<file path="src/tdwi_regs.svh">
`ifndef TDWI_REGS_SVH
`define TDWI_REGS_SVH

`define TDWI_ADDR_W     18
`define TDWI_DATA_W     32
`define TDWI_LANE_W     4
`define TDWI_DMA_CYCLES 2
`define TDWI_CNT_W      4
`define TDWI_SIDE_DATA  0
`define TDWI_SIDE_INSTR 1

`endif

</file>
<file path="src/tdwi_pkg.sv">
`include "tdwi_regs.svh"

package tdwi_pkg;

    typedef enum {
        TDWI_WAIT_NONE,
        TDWI_WAIT_NSEQ,
        TDWI_WAIT_EVERY
    } tdwi_wait_mode_type;

    typedef enum {
        TDWI_WS_WAIT,
        TDWI_WS_COMPLETE
    } tdwi_ws_type;

    typedef struct packed {
        logic                     request;
        logic                     seq;
        logic                     idle;
        logic [`TDWI_ADDR_W-1:0]  addr;
        logic [`TDWI_LANE_W-1:0]  lanes;
        logic                     wnr;
        logic [`TDWI_DATA_W-1:0]  wdata;
    } tdwi_proc_type;

    typedef struct packed {
        logic                     valid;
        logic                     wnr;
        logic [`TDWI_ADDR_W-1:0]  addr;
        logic [`TDWI_LANE_W-1:0]  lanes;
        logic [`TDWI_DATA_W-1:0]  wdata;
    } tdwi_dma_req_type;

    typedef struct packed {
        logic                     cs;
        logic [`TDWI_ADDR_W-1:0]  addr;
        logic [`TDWI_LANE_W-1:0]  lanes;
        logic                     wnr;
        logic [`TDWI_DATA_W-1:0]  wdata;
    } tdwi_mem_type;

endpackage : tdwi_pkg

</file>
<file path="src/tdwi_wait_fsm.sv">
`timescale 1ns/1ps

module tdwi_wait_fsm
    import tdwi_pkg::*;
(
    input  wire logic mclk,
    input  wire logic rst,
    input  wire logic request,
    output logic      wait_level
);

    tdwi_ws_type state;
    tdwi_ws_type next_state;

    always_comb begin
        next_state = state;
        case (state)
            TDWI_WS_WAIT: begin
                if (request) begin
                    next_state = TDWI_WS_COMPLETE;
                end
            end
            TDWI_WS_COMPLETE: begin
                next_state = TDWI_WS_WAIT;
            end
            default: begin
                next_state = TDWI_WS_WAIT;
            end
        endcase
    end

    always_ff @(posedge mclk) begin
        if (rst) begin
            state <= TDWI_WS_WAIT;
        end else begin
            state <= next_state;
        end
    end

    assign wait_level = (state == TDWI_WS_WAIT);

endmodule : tdwi_wait_fsm

</file>
<file path="src/tdwi_subsystem.sv">
`timescale 1ns/1ps
`include "tdwi_regs.svh"

// Operation
// - DMA select is raised together with override, on data side whether or not port is idle
// - lane mask, direction and write data are multiplexed outside the port
// - instruction side DMA only while port idle or in standby
// - wait sampled in a cycle applies to the following data cycle
// - two-state generator gives one wait per instruction access
// - inverted sequential flag fed to wait gives nonsequential wait
// - wait stalls the port for memory waits and while DMA holds memory
// - attributes of a request postponed by DMA are captured that cycle
// - resumed postponed access is forced nonsequential, one extra wait
// - memory inputs come from port, DMA or capture register
// - memory asserts wait in request cycle, drops it one cycle early
module tdwi_subsystem
    import tdwi_pkg::*;
#(
    parameter tdwi_wait_mode_type DATA_WAIT  = TDWI_WAIT_NSEQ,
    parameter tdwi_wait_mode_type INSTR_WAIT = TDWI_WAIT_EVERY,
    parameter logic [`TDWI_CNT_W-1:0] DMA_CYCLES = `TDWI_DMA_CYCLES
) (
    input  wire logic                    mclk,
    input  wire logic                    rst,
    input  wire logic                    boot_strap,
    input  wire logic                    hivec_strap,
    output logic                         tcm_boot_enable,
    output logic                         high_vector_select,
    input  wire logic                    standby_wait_for_irq,
    input  wire logic                    data_mem_request,
    input  wire logic                    data_seq_flag,
    input  wire logic                    data_ctrl_idle,
    input  wire logic [`TDWI_ADDR_W-1:0] data_mem_word_addr,
    input  wire logic [`TDWI_LANE_W-1:0] data_byte_lane_mask,
    input  wire logic                    data_write_not_read,
    input  wire logic [`TDWI_DATA_W-1:0] data_write_data,
    output logic                         data_dma_override,
    output logic                         data_dma_select_in,
    output logic [`TDWI_ADDR_W-1:0]      data_dma_word_addr,
    output logic                         data_wait_in,
    output tdwi_mem_type                 data_mem,
    input  wire logic [`TDWI_DATA_W-1:0] data_mem_rdata,
    input  wire tdwi_dma_req_type        data_dma,
    output logic                         data_dma_accept,
    output logic                         data_dma_done,
    output logic [`TDWI_DATA_W-1:0]      data_dma_rdata,
    input  wire logic                    instr_mem_request,
    input  wire logic                    instr_seq_flag,
    input  wire logic                    instr_ctrl_idle,
    input  wire logic [`TDWI_ADDR_W-1:0] instr_mem_word_addr,
    input  wire logic [`TDWI_LANE_W-1:0] instr_byte_lane_mask,
    input  wire logic                    instr_write_not_read,
    input  wire logic [`TDWI_DATA_W-1:0] instr_write_data,
    output logic                         instr_dma_override,
    output logic                         instr_dma_select_in,
    output logic [`TDWI_ADDR_W-1:0]      instr_dma_word_addr,
    output logic                         instr_wait_in,
    output tdwi_mem_type                 instr_mem,
    input  wire logic [`TDWI_DATA_W-1:0] instr_mem_rdata,
    input  wire tdwi_dma_req_type        instr_dma,
    output logic                         instr_dma_accept,
    output logic                         instr_dma_done,
    output logic [`TDWI_DATA_W-1:0]      instr_dma_rdata
);

    tdwi_proc_type           proc     [2];
    tdwi_dma_req_type        dma_in   [2];
    logic [`TDWI_DATA_W-1:0] rdata_in [2];
    logic                    may_dma  [2];
    logic                    ovr      [2];
    logic [`TDWI_ADDR_W-1:0] dma_addr [2];
    logic                    waitv    [2];
    tdwi_mem_type            mem_out  [2];
    logic                    accept   [2];
    logic                    done     [2];
    logic [`TDWI_DATA_W-1:0] rdata    [2];
    logic                    next_boot;
    logic                    next_hivec;

    assign proc[`TDWI_SIDE_DATA]  = '{data_mem_request, data_seq_flag,
                                      data_ctrl_idle, data_mem_word_addr,
                                      data_byte_lane_mask,
                                      data_write_not_read, data_write_data};
    assign proc[`TDWI_SIDE_INSTR] = '{instr_mem_request, instr_seq_flag,
                                      instr_ctrl_idle, instr_mem_word_addr,
                                      instr_byte_lane_mask,
                                      instr_write_not_read, instr_write_data};
    assign dma_in[`TDWI_SIDE_DATA]    = data_dma;
    assign dma_in[`TDWI_SIDE_INSTR]   = instr_dma;
    assign rdata_in[`TDWI_SIDE_DATA]  = data_mem_rdata;
    assign rdata_in[`TDWI_SIDE_INSTR] = instr_mem_rdata;
    assign may_dma[`TDWI_SIDE_DATA]   = 1'b1;
    assign may_dma[`TDWI_SIDE_INSTR]  = instr_ctrl_idle
                                      | standby_wait_for_irq;

    generate
        for (genvar s = 0; s < 2; s++) begin : g_side
            logic [`TDWI_CNT_W-1:0] cnt;
            logic [`TDWI_CNT_W-1:0] next_cnt;
            logic                   next_ovr;
            logic [`TDWI_ADDR_W-1:0] next_addr;
            logic                   pending;
            logic                   next_pending;
            tdwi_mem_type           cap;
            tdwi_mem_type           next_cap;
            tdwi_dma_req_type       held;
            tdwi_dma_req_type       next_held;
            logic                   next_accept;
            logic                   next_done;
            logic [`TDWI_DATA_W-1:0] next_rdata;
            logic                   stall;
            logic                   resume;
            logic                   start;
            logic                   fsm_wait;
            logic                   base_wait;

            tdwi_wait_fsm u_fsm (
                .mclk       (mclk),
                .rst        (rst),
                .request    (proc[s].request),
                .wait_level (fsm_wait)
            );

            assign stall  = (cnt != '0);
            assign resume = pending & ~stall;
            assign start  = dma_in[s].valid & may_dma[s] & ~stall
                          & ~pending & ~ovr[s];

            always_comb begin
                if (s == `TDWI_SIDE_DATA) begin
                    if (DATA_WAIT == TDWI_WAIT_NSEQ) begin
                        base_wait = ~proc[s].seq;
                    end else if (DATA_WAIT == TDWI_WAIT_EVERY) begin
                        base_wait = fsm_wait;
                    end else begin
                        base_wait = 1'b0;
                    end
                end else begin
                    if (INSTR_WAIT == TDWI_WAIT_NSEQ) begin
                        base_wait = ~proc[s].seq;
                    end else if (INSTR_WAIT == TDWI_WAIT_EVERY) begin
                        base_wait = fsm_wait;
                    end else begin
                        base_wait = 1'b0;
                    end
                end
            end

            // speculative wait: the port ignores it outside accesses
            assign waitv[s] = stall | resume | base_wait;

            always_comb begin
                mem_out[s].cs = resume
                              | (proc[s].request & (ovr[s] | ~stall));
                if (resume) begin
                    mem_out[s].addr  = cap.addr;
                    mem_out[s].lanes = cap.lanes;
                    mem_out[s].wnr   = cap.wnr;
                    mem_out[s].wdata = cap.wdata;
                end else if (ovr[s]) begin
                    mem_out[s].addr  = proc[s].addr;
                    mem_out[s].lanes = held.lanes;
                    mem_out[s].wnr   = held.wnr;
                    mem_out[s].wdata = held.wdata;
                end else begin
                    mem_out[s].addr  = proc[s].addr;
                    mem_out[s].lanes = proc[s].lanes;
                    mem_out[s].wnr   = proc[s].wnr;
                    mem_out[s].wdata = proc[s].wdata;
                end
            end

            always_comb begin
                next_cnt     = stall ? cnt - 1'b1 : cnt;
                next_ovr     = 1'b0;
                next_addr    = dma_addr[s];
                next_held    = held;
                next_accept  = 1'b0;
                next_done    = 1'b0;
                next_rdata   = rdata[s];
                next_pending = pending;
                next_cap     = cap;
                if (start) begin
                    next_ovr    = 1'b1;
                    next_addr   = dma_in[s].addr;
                    next_held   = dma_in[s];
                    next_accept = 1'b1;
                    next_cnt    = DMA_CYCLES;
                end
                if (cnt == `TDWI_CNT_W'(1)) begin
                    next_done = 1'b1;
                    if (!held.wnr) begin
                        next_rdata = rdata_in[s];
                    end
                end
                if (proc[s].request & stall & ~ovr[s]) begin
                    next_pending = 1'b1;
                    next_cap = '{1'b1, proc[s].addr, proc[s].lanes,
                                 proc[s].wnr, proc[s].wdata};
                end else if (resume) begin
                    next_pending = 1'b0;
                end
            end

            always_ff @(posedge mclk) begin
                if (rst) begin
                    cnt         <= '0;
                    ovr[s]      <= 1'b0;
                    dma_addr[s] <= '0;
                    held        <= '0;
                    accept[s]   <= 1'b0;
                    done[s]     <= 1'b0;
                    rdata[s]    <= '0;
                    pending     <= 1'b0;
                    cap         <= '0;
                end else begin
                    cnt         <= next_cnt;
                    ovr[s]      <= next_ovr;
                    dma_addr[s] <= next_addr;
                    held        <= next_held;
                    accept[s]   <= next_accept;
                    done[s]     <= next_done;
                    rdata[s]    <= next_rdata;
                    pending     <= next_pending;
                    cap         <= next_cap;
                end
            end
        end
    endgenerate

    assign data_dma_override    = ovr[`TDWI_SIDE_DATA];
    assign data_dma_select_in   = ovr[`TDWI_SIDE_DATA];
    assign data_dma_word_addr   = dma_addr[`TDWI_SIDE_DATA];
    assign data_wait_in         = waitv[`TDWI_SIDE_DATA];
    assign data_mem             = mem_out[`TDWI_SIDE_DATA];
    assign data_dma_accept      = accept[`TDWI_SIDE_DATA];
    assign data_dma_done        = done[`TDWI_SIDE_DATA];
    assign data_dma_rdata       = rdata[`TDWI_SIDE_DATA];
    assign instr_dma_override   = ovr[`TDWI_SIDE_INSTR];
    assign instr_dma_select_in  = ovr[`TDWI_SIDE_INSTR];
    assign instr_dma_word_addr  = dma_addr[`TDWI_SIDE_INSTR];
    assign instr_wait_in        = waitv[`TDWI_SIDE_INSTR];
    assign instr_mem            = mem_out[`TDWI_SIDE_INSTR];
    assign instr_dma_accept     = accept[`TDWI_SIDE_INSTR];
    assign instr_dma_done       = done[`TDWI_SIDE_INSTR];
    assign instr_dma_rdata      = rdata[`TDWI_SIDE_INSTR];

    // straps follow the board every cycle, reset included
    always_comb begin
        next_boot  = boot_strap;
        next_hivec = hivec_strap;
    end

    always_ff @(posedge mclk) begin
        tcm_boot_enable    <= next_boot;
        high_vector_select <= next_hivec;
    end

endmodule : tdwi_subsystem

</file>
<file path="config.mk">
export PLATFORM = sky130hd
export DESIGN_NAME = tdwi_subsystem
export DESIGN_NICKNAME = d
export VERILOG_FILES = /design/src/tdwi_pkg.sv /design/src/tdwi_wait_fsm.sv /design/src/tdwi_subsystem.sv
export VERILOG_INCLUDE_DIRS = /design/src
export SDC_FILE = /design/constraint.sdc
export NUM_CORES = 1
export LEC_CHECK = 0
export BUFFER_PORTS_ARGS = -buffer_cell sky130_fd_sc_hd__clkbuf_2
export CORE_AREA = 2 2 202 204
export CTS_CLUSTER_DIAMETER = 100
export DETAILED_ROUTE_END_ITERATION = 10
export DIE_AREA = 0 0 204 206
export GPL_TIMING_DRIVEN = 0
export SYNTH_ARGS = -nofsm -noshare
export SYNTH_HDL_FRONTEND = slang
export SYNTH_SLANG_ARGS = --single-unit
</file>
<file path="constraint.sdc">
create_clock -name mclk -period 2.5 [get_ports mclk]
set_input_delay 0.125 -clock mclk [delete_from_list [all_inputs] [get_ports mclk]]
set_output_delay 0.125 -clock mclk [all_outputs]
set_load 0.05 [all_outputs]
</file>
==> results of run 1 <==
cells by family (layout without fill, tap and decap cells):
group           Yosys count  in the layout
simple gates            599            599
other cells               0              3
mux                     252            252
flops                   301            301
buf+inv                 169           1040
compound gates          315            315
cell usage in the layout, fill, tap and decap left out, drive strengths merged, types with 10 or more instances in the layout:
cell type	synthesis	routed
nand2b	342	342
nand4b	55	55
mux2i	216	216
o21ai	222	222
clkbuf	122	667
nand3	162	162
nor2	10	10
dfxtp	301	301
a21oi	90	90
mux2	36	36
dlygate4sd3	0	289
buf	45	74
per-stage QoR:
step	cells	instance area [sq um]
finish	3042	22530
global route	3041	22520
CTS	3039	22370
detailed placement	2685	18000
global placement	2685	18000
floorplan	1636	14750
critical path, cell delays in order (launching register included):
cell and delay, ps:
dfxtp_1 500, nor4_4 100, buf_4 160, and2_4 200, clkbuf_8 170, o21ai_0 370, clkbuf_4 330
layer usage:
layer  vias to the layer above  track usage (%)  wire, microns
li1                       7392                -              -
met1                      7240            31.22          23730
met2                       584            44.78          27220
met3                       130            5.345           3792
met4                         0            11.28           2304
met5                         -                0              0
how the worst max path moves through the flow:
stage	cells after the start	slack, ps	startpoint	end
after floorplan	5	-60	ovr[1]$_SDFF_PP0_	instr_mem[18]
after global placement	5	-510	rst	g_side[0].cnt[3]$_SDFFE_PP0P_
after detailed placement	5	-560	rst	g_side[0].cnt[3]$_SDFFE_PP0P_
after CTS	7	0.6	g_side[0].cnt[1]$_SDFFE_PP0P_	data_mem[14]
after global routing	7	-30	g_side[0].cnt[1]$_SDFFE_PP0P_	data_mem[32]
final	6	20	g_side[1].cnt[1]$_SDFFE_PP0P_	instr_mem[7]
sequential cells by signal, indices dropped and copies added, names as in the netlist:
| signal | count |
|---|---|
| g_side.held | 74 |
| g_side.cap | 110 |
| ovr | 2 |
| high_vector_select | 1 |
| tcm_boot_enable | 1 |
| dma_addr | 36 |
| g_side.pending | 2 |
| rdata | 64 |
| g_side.u_fsm.state | 1 |
| done | 2 |
| g_side.cnt | 8 |
final cells by class:
cell class / instances / area, sq um / area share [%]
sequential: 301 / 6028 / 26.76
multi-input combinational: 1166 / 8026 / 35.63
tap: 532 / 665.6 / 2.955
buffer: 161 / 878.3 / 3.899
antenna: 3 / 7.507 / 0.03333
timing repair buffer: 814 / 5759 / 25.57
clock buffer: 55 / 1064 / 4.721
inverter: 2 / 7.507 / 0.03333
clock inverter: 8 / 90.09 / 0.3999
power breakdown:
group / leakage [nW] / internal, mW / switching, mW
combinational: 6.01 / 1.50 / 2.63
sequential: 2.45 / 5.13 / 0.190
clock: 0.571 / 3.13 / 2.10
total: 9.03 / 9.76 / 4.91
timing repair:
item,in CTS,in global routing
endpoints found under the setup margin,114,143
setup buffers,6,1
endpoints found under the hold margin,289,0
pin swaps,1,1
hold buffers,289,0
gates resized for setup,110,95
cloned,0,1
==> impl_metrics.ini, run 1 <==
[status]
status = finished clean

[sta]
fmax_mhz = 403.5
hold_slack_ps = 234.5
tightestPinTransition_ps = 1019
setup_viol = 0
slew_viol_final = 0
fin_crit_ps = 2478
tns_ps = 0
timing.final.ws_setup_ps = 21.70
rsz0062_at_grt = yes
timing_hold_violations_final = 0
fin_crit_sh_pct = 99.13
slew_headroom_pct = 31.13
finClkSkew_ps = 9.122

[finish]
fin_util_pct = 56.06
drive_above_1_share_pct = 28.88
fin_nets = 2780
areaGrowthSynthToFinish_pct = 54.22
nFillCells = 3602

[worst_hold_path]
hold-path-endpoint = ovr[1]$_SDFF_PP0_
hold_path_depth = 4
holdCritPathClass = in2reg
hp-start = instr_ctrl_idle

[route]
drc = 0
antenna_left = 0
vias = 15346
viasPerCell = 5.045
first_pass_iters = 5
drt_iter0_markers = 826
wirelength_microns = 57050
wl_per_cell_microns = 18.75

[global_route]
grt_pass1_vias = 15650
grt_pass1_wl_microns = 85760
track_usage_pct = 25.94
grt-ovfl-total = 0
grt_start_max_net_pins = 20
antenna_found_initial = 2

[floorplanning]
die_w_microns = 204
std_cell_rows = 74
die-area_sq_um = 42020
start_util_pct = 36.35
fp.dieH_microns = 206
core_area_sq_um = 40180
io_pins = 521

[clock_network]
cts.sinks = 301
cts_made_buffers = 37
clock_latency_ps = 530
htree_levels = 2
cts_tree = built
clk_pin_slew_ps = 60
cts_max_path_buffers = 3
root_buffer = clkbuf_16

[synthesis]
synthMuxAreaShare_pct = 17.58
synth_area_leader_cell = dfxtp_1
async_flop_share_pct = 0
synth.distinct_cells = 33
synth-edff-count = 0
synth_fa_ha_area_share_pct = 0
yosysMostFrequentCell = nand2b_1
synth_top_area_share_pct = 41.25
syn_nets = 1933
synth_seq_cells = 301
synth_compound_area_share_pct = 10.84
synth_area_per_cell_sq_um = 8.928
yosys.area_share.xor_xnor_pct = 0
yosys_warnings = 0
ys_top_cells_by_count = 342 x nand2b_1, 301 x dfxtp_1, 217 x o21ai_0
synth_top_family_by_area = simple AND/OR/NAND/NOR gates
ys_top_cells_by_area = dfxtp_1 41%, mux2i_1 15%, nand2b_1 15%, o21ai_0 7.4%, nand3_1 5.6%
seq_area_frac_synth_pct = 41.25
synthSimpleGateAreaFrac_pct = 25.16
synth_ff_type = dfxtp_1
synth_cells = 1636
syn_area_sq_um = 14610

[placed_design]
gp_congestion = 0.8855
port_buffers = 517
place_ws_ps = -559.9
dp_hpwl_microns = 41310

[critical_path]
cp-end-kind = output port
rr_endpoint = g_side[0].held[54]$_SDFFE_PP0P_
crit_path_start_kind = flop
cp_max_fo = 10
worst-setup-path-type = reg2out
reg2reg_depth = 6
cp.required_ps = 2380
r2r_setup_slack_ps = 130
arrival_ps = 2350
worst_r2r_startpoint = ovr[0]$_SDFF_PP0_

[flow_run]
drv_cap = 0

[power_and_ir_drop]
finalPower_mw = 14.67
vdd.ir_drop.worst_v = 0.0004552
power.leakage_nw = 9.029
power_density_nw_per_um2 = 651.3
No activity file was read; power rests on OpenSTA's default activity.
==> run 2, diff against run 1 <==
==> constraint.sdc (replaced) <==
create_clock -name mclk -period 2.5 [get_ports mclk]
set_input_delay 0.25 -clock mclk [delete_from_list [all_inputs] [get_ports mclk]]
set_output_delay 0.25 -clock mclk [all_outputs]
set_load 0.05 [all_outputs]
==> impl_metrics.ini, run 2 (synthesis results as in run 1) <==
[sta]
fin_crit_sh_pct = 97.51
fin_crit_ps = 2438
slew_viol_final = 0
timing_hold_violations_final = 0
setup_viol = 0
fmax_mhz = 410.2
tightestPinTransition_ps = 984.2
finClkSkew_ps = 13.88
timing.final.ws_setup_ps = 62.20
slew_headroom_pct = 34.39
rsz0062_at_grt = no

[route]
vias = 15534
wirelength_microns = 58950
viasPerCell = 5.086
first_pass_iters = 5
wl_per_cell_microns = 19.30
antenna_left = 0
drc = 0
drt_iter0_markers = 846

[clock_network]
cts_made_buffers = 37
cts_tree = built
clk_pin_slew_ps = 60
htree_levels = 2
cts.sinks = 301
clock_latency_ps = 550
root_buffer = clkbuf_16
cts_max_path_buffers = 3

[global_route]
grt-ovfl-total = 0
track_usage_pct = 26.89
use_met2_pct = 47.08
grt_pass1_vias = 15944
top_usage_layer = met2
grt_pass1_wl_microns = 88200
met1_usage_pct = 31.18
grt_start_max_net_pins = 20
antenna_found_initial = 2
use_met3_pct = 6.938

[power_and_ir_drop]
power.leakage_nw = 9.373
vdd.ir_drop.worst_v = 0.0005047
power_density_nw_per_um2 = 663.7
finalPower_mw = 15.51

[floorplanning]
start_util_pct = 36.35
die_w_microns = 204
io_pins = 521
core_area_sq_um = 40180
die-area_sq_um = 42020
std_cell_rows = 74
fp.dieH_microns = 206

[placed_design]
port_buffers = 517
place_ws_ps = -649.9
gp_congestion = 0.9026
dp_hpwl_microns = 41900

[critical_path]
crit_path_start_kind = flop
cp.required_ps = 2250
critPathMaxStageDelay_ps = 360
cp-end-kind = output port
slowest_stage = dfxtp_4
arrival_ps = 2190
r2r_setup_slack_ps = 180
reg2reg_depth = 7
setup.worst_path.start = g_side[1].cnt[2]$_SDFFE_PP0P_
worst_r2r_startpoint = g_side[0].cnt[1]$_SDFFE_PP0P_
cp_cell_sequence = nor4_4 -> buf_6 -> nand2_8 -> buf_8 -> mux2_2 -> clkbuf_4
worst-setup-path-type = reg2out
rr_endpoint = dma_addr[0][1]$_SDFFE_PP0P_
cp_max_fo = 11

[finish]
drive_above_1_share_pct = 30.24
layout_common_cells = 426 x clkbuf_2, 342 x nand2b_1, 294 x dfxtp_1
areaGrowthSynthToFinish_pct = 60.01
reg_top3 = g_side.cap: 110 flops, g_side.held: 74 flops, rdata: 64 flops
fin_util_pct = 58.16
largest_register = g_side.cap
fin_nets = 2789
final_common_cell = clkbuf_2
largest_register_ff_count = 110
nFillCells = 3473

[worst_hold_path]
hp-start = instr_byte_lane_mask[0]
hold_path_depth = 3
hold-path-endpoint = g_side[1].cap[33]$_SDFFE_PP0P_
holdCritPathClass = in2reg

[flow_run]
drv_cap = 0

[status]
status = finished clean
run 2: cell types whose count changed in the layout (fill, tap and decap cells not counted), sizes merged:
cell	before	now
clkbuf	667	661
inv	2	4
clkinvlp	0	1
and2	3	4
diode	3	2
bufinv	2	4
clkinv	6	3
buf	74	98
dlygate4sd3	289	281
run 2: where the power goes:
part	internal, mW	total [mW]	switching (mW)
Clock	3.60	5.83	2.23
Combinational	1.68	4.36	2.68
Sequential	5.12	5.32	0.201
Total	10.4	15.5	5.11
run 2: critical path, delay by kind of cell, from the launching register on:
kind                   cells  cell delay, ps
muxes                      1             270
buffers and inverters      3             560
DFF                        1             360
and+or+nand+nor            2             440
run 2: final cells by class:
type / count / area [sq um] / share of cell area [%]
Antenna cell: 2 / 5.005 / 0.02141
Buffer: 159 / 997.2 / 4.267
Clock buffer: 57 / 1154 / 4.936
Clock inverter: 10 / 162.7 / 0.6959
Inverter: 2 / 7.507 / 0.03212
Multi-Input combinational cell: 1167 / 8115 / 34.72
Sequential cell: 301 / 6042 / 25.85
Tap cell: 532 / 665.6 / 2.848
Timing Repair Buffer: 824 / 6223 / 26.63
run 2: worst max-delay path by stage:
stage / end / slack (ps) / cells past startpoint
2_1_floorplan: instr_mem[18] / -190 / 5
3_3_place_gp: instr_mem[32] / -630 / 7
3_5_place_dp: instr_mem[32] / -650 / 7
4_1_cts: data_mem[36] / -10 / 7
5_1_grt: data_mem[51] / 2 / 6
6_report: instr_mem[48] / 60 / 6
run 2: repair_timing:
action	in CTS	in global routing
cloned	7	0
gates resized for setup	248	54
buffers inserted	17	4
pin swaps	2	2
endpoints found under the hold margin	281	0
setup endpoints to repair	114	121
hold buffers	281	0
run 2: per-layer routing:
layer	vias to the layer above	routed length (microns)
met1	7353	23770
li1	7428	-
met2	617	28460
met4	0	2272
met5	-	0
met3	136	4441
run 2: through the flow:
step                std cells  hold WS (ps)  area [sq um]  setup TNS [ps]
global placement         2685         353.3         18000          -61530
CTS                      3049        0.9244         23250          -28.19
finish                   3054         18.79         23370               0
global route             3053         9.244         23370               0
detailed placement       2685         354.5         18000          -65940
floorplan                1636         277.7         14750          -189.9
==> run 3, diff against run 2 <==
- ABC_AREA: default -> 1
- CORE_AREA: 2 2 202 204 -> 2 2 201 203
- DIE_AREA: 0 0 204 206 -> 0 0 203 205
==> impl_metrics.ini, run 3 <==
[sta]
hold_slack_ps = 17.88
tns_ps = 0
timing_hold_violations_final = 0
fin_crit_sh_pct = 96.33
setup_viol = 0
tightestPinTransition_ps = 742.8
fmax_mhz = 415.2
fin_crit_ps = 2408
slew_viol_final = 0
slew_headroom_pct = 50.48
rsz0062_at_grt = yes
finClkSkew_ps = 18.79

[power_and_ir_drop]
power_density_nw_per_um2 = 688.3
power.leakage_nw = 10.82
vdd.ir_drop.worst_v = 0.0003853

[worst_hold_path]
hp-start = data_dma[50]
hold_path_depth = 3
holdCritPathClass = in2reg

[synthesis]
syn_area_sq_um = 13810
seq_area_frac_synth_pct = 43.64
syn_nets = 2366
synth_seq_cells = 301
synth_top_area_share_pct = 43.64
synth_ff_type = dfxtp_1
synth_cells = 2069
ys_top_cells_by_count = 746 x nand2_1, 301 x dfxtp_1, 239 x nor2_1
ys_top_cells_by_area = dfxtp_1 44%, nand2_1 20%, nand4_1 7.9%, nor2_1 6.5%, nand3_1 4.2%
synth_area_leader_cell = dfxtp_1
synth_area_per_cell_sq_um = 6.674
async_flop_share_pct = 0
synth-edff-count = 0
yosysMostFrequentCell = nand2_1
synth.distinct_cells = 21
yosys_warnings = 0

[global_route]
grt_start_max_net_pins = 13
antenna_found_initial = 7
grt-ovfl-total = 0
grt_pass1_vias = 16392
grt_pass1_wl_microns = 88280
track_usage_pct = 26.74

[finish]
reg_top3 = g_side.cap: 110 flops, g_side.held: 74 flops, rdata: 64 flops
instances_no_fill = 3440
largest_register_ff_count = 110
stdcell_area_sq_um = 21030
drive_above_1_share_pct = 24.91
areaGrowthSynthToFinish_pct = 52.31
fin_nets = 3182
largest_register = g_side.cap
fin_util_pct = 53.43
final_common_cell = nand2_1
layout_common_cells = 746 x nand2_1, 431 x clkbuf_2, 299 x dfxtp_1

[route]
antenna_left = 0
drc = 0
first_pass_iters = 7
vias = 16931
wl_per_cell_microns = 16.94
viasPerCell = 4.922
drt_iter0_markers = 1277
wirelength_microns = 58270

[floorplanning]
core_area_sq_um = 39370
std_cell_rows = 73
io_pins = 521
die-area_sq_um = 41620
fp.dieH_microns = 205
start_util_pct = 35.08
die_w_microns = 203

[clock_network]
clock_latency_ps = 530
cts_tree = built
postCtsSetupBuffers = 0
cts_max_path_buffers = 3
htree_levels = 2
root_buffer = clkbuf_16
cts.sinks = 301
cts_made_buffers = 36
clk_pin_slew_ps = 60

[critical_path]
worst_r2r_startpoint = g_side[0].cnt[1]$_SDFFE_PP0P_
worst-setup-path-type = reg2out
setup.worst_path.start = g_side[1].cnt[3]$_SDFFE_PP0P_
reg2reg_depth = 6
cp_max_fo = 10
arrival_ps = 2160
cp-end-kind = output port
cp.required_ps = 2250
crit_path_start_kind = flop

[status]
status = finished clean

[placed_design]
port_buffers = 517
dp_hpwl_microns = 43040
place_inst = 3111
placed_cell_area_sq_um = 17050
gp_congestion = 0.9663

[flow_run]
drv_cap = 0
-- run 3: area by class of cell --
| type | instances | area, sq um |
|---|---|---|
| tap | 525 | 656.9 |
| antenna | 5 | 12.51 |
| clock inverter | 9 | 55.05 |
| timing repair buffer | 778 | 5371 |
| clock buffer | 54 | 1080 |
| sequential | 301 | 6028 |
| fill | 3819 | 18330 |
| buffer | 172 | 932.1 |
| multi-input combinational | 1472 | 6431 |
| inverter | 124 | 465.4 |
-- run 3: where the power goes --
part / internal [mW] / switching (mW) / total (mW)
Clock: 2.98 / 2.10 / 5.09
Combinational: 1.27 / 2.76 / 4.03
Sequential: 5.18 / 0.181 / 5.36
Total: 9.43 / 5.04 / 14.5
-- run 3: metrics by stage --
stage	total power, mW	setup WS [ps]
detailed placement	9.034	342.9
CTS	14.47	5.030
floorplan	7.891	190.7
global placement	8.981	379.1
global route	15.09	-16.90
finish	14.48	91.68
-- run 3: cells by family (layout without fill, tap and decap cells) --
logic type             Yosys count  in the layout  share of synthesized area [%]
AOI/OAI and AO/OA              184            184                          6.687
other                            0              5                              0
buffers and inverters          296           1137                          9.985
and+or+nand+nor               1288           1288                          39.69
DFF                            301            301                          43.64
-- run 3: final timing paths --
path                                                 to  slack, ps
setup / recovery                          instr_mem[44]         90
hold / removal             dma_addr[0][14]$_SDFFE_PP0P_         20
setup reg to reg            dma_addr[0][5]$_SDFFE_PP0P_        800
hold reg to reg   g_side[1].u_fsm.state[0]$_SDFFE_PP0P_        430
-- run 3: worst max-delay path: stages, from the launching register on --
cell and delay [ps]:
dfxtp_1 390, nor2_4 70, nand2_4 110, inv_2 40
nand2_1 140, buf_6 200, buf_4 200, nand2_1 70
o21ai_1 110, buf_2 300
-- run 3: timing repair --
action,CTS,global route
resized for setup,24,169
setup endpoints to repair,55,94
hold endpoints to repair,261,0
hold buffers,261,0
pin swaps,0,0
-- run 3: routing by layer --
layer	routed length [microns]	up-vias	GRT usage (%)
met5	13	-	0
met4	2286	2	10.95
met3	4081	155	5.107
met2	28000	756	46.34
met1	23890	7737	32.53
li1	-	8281	-
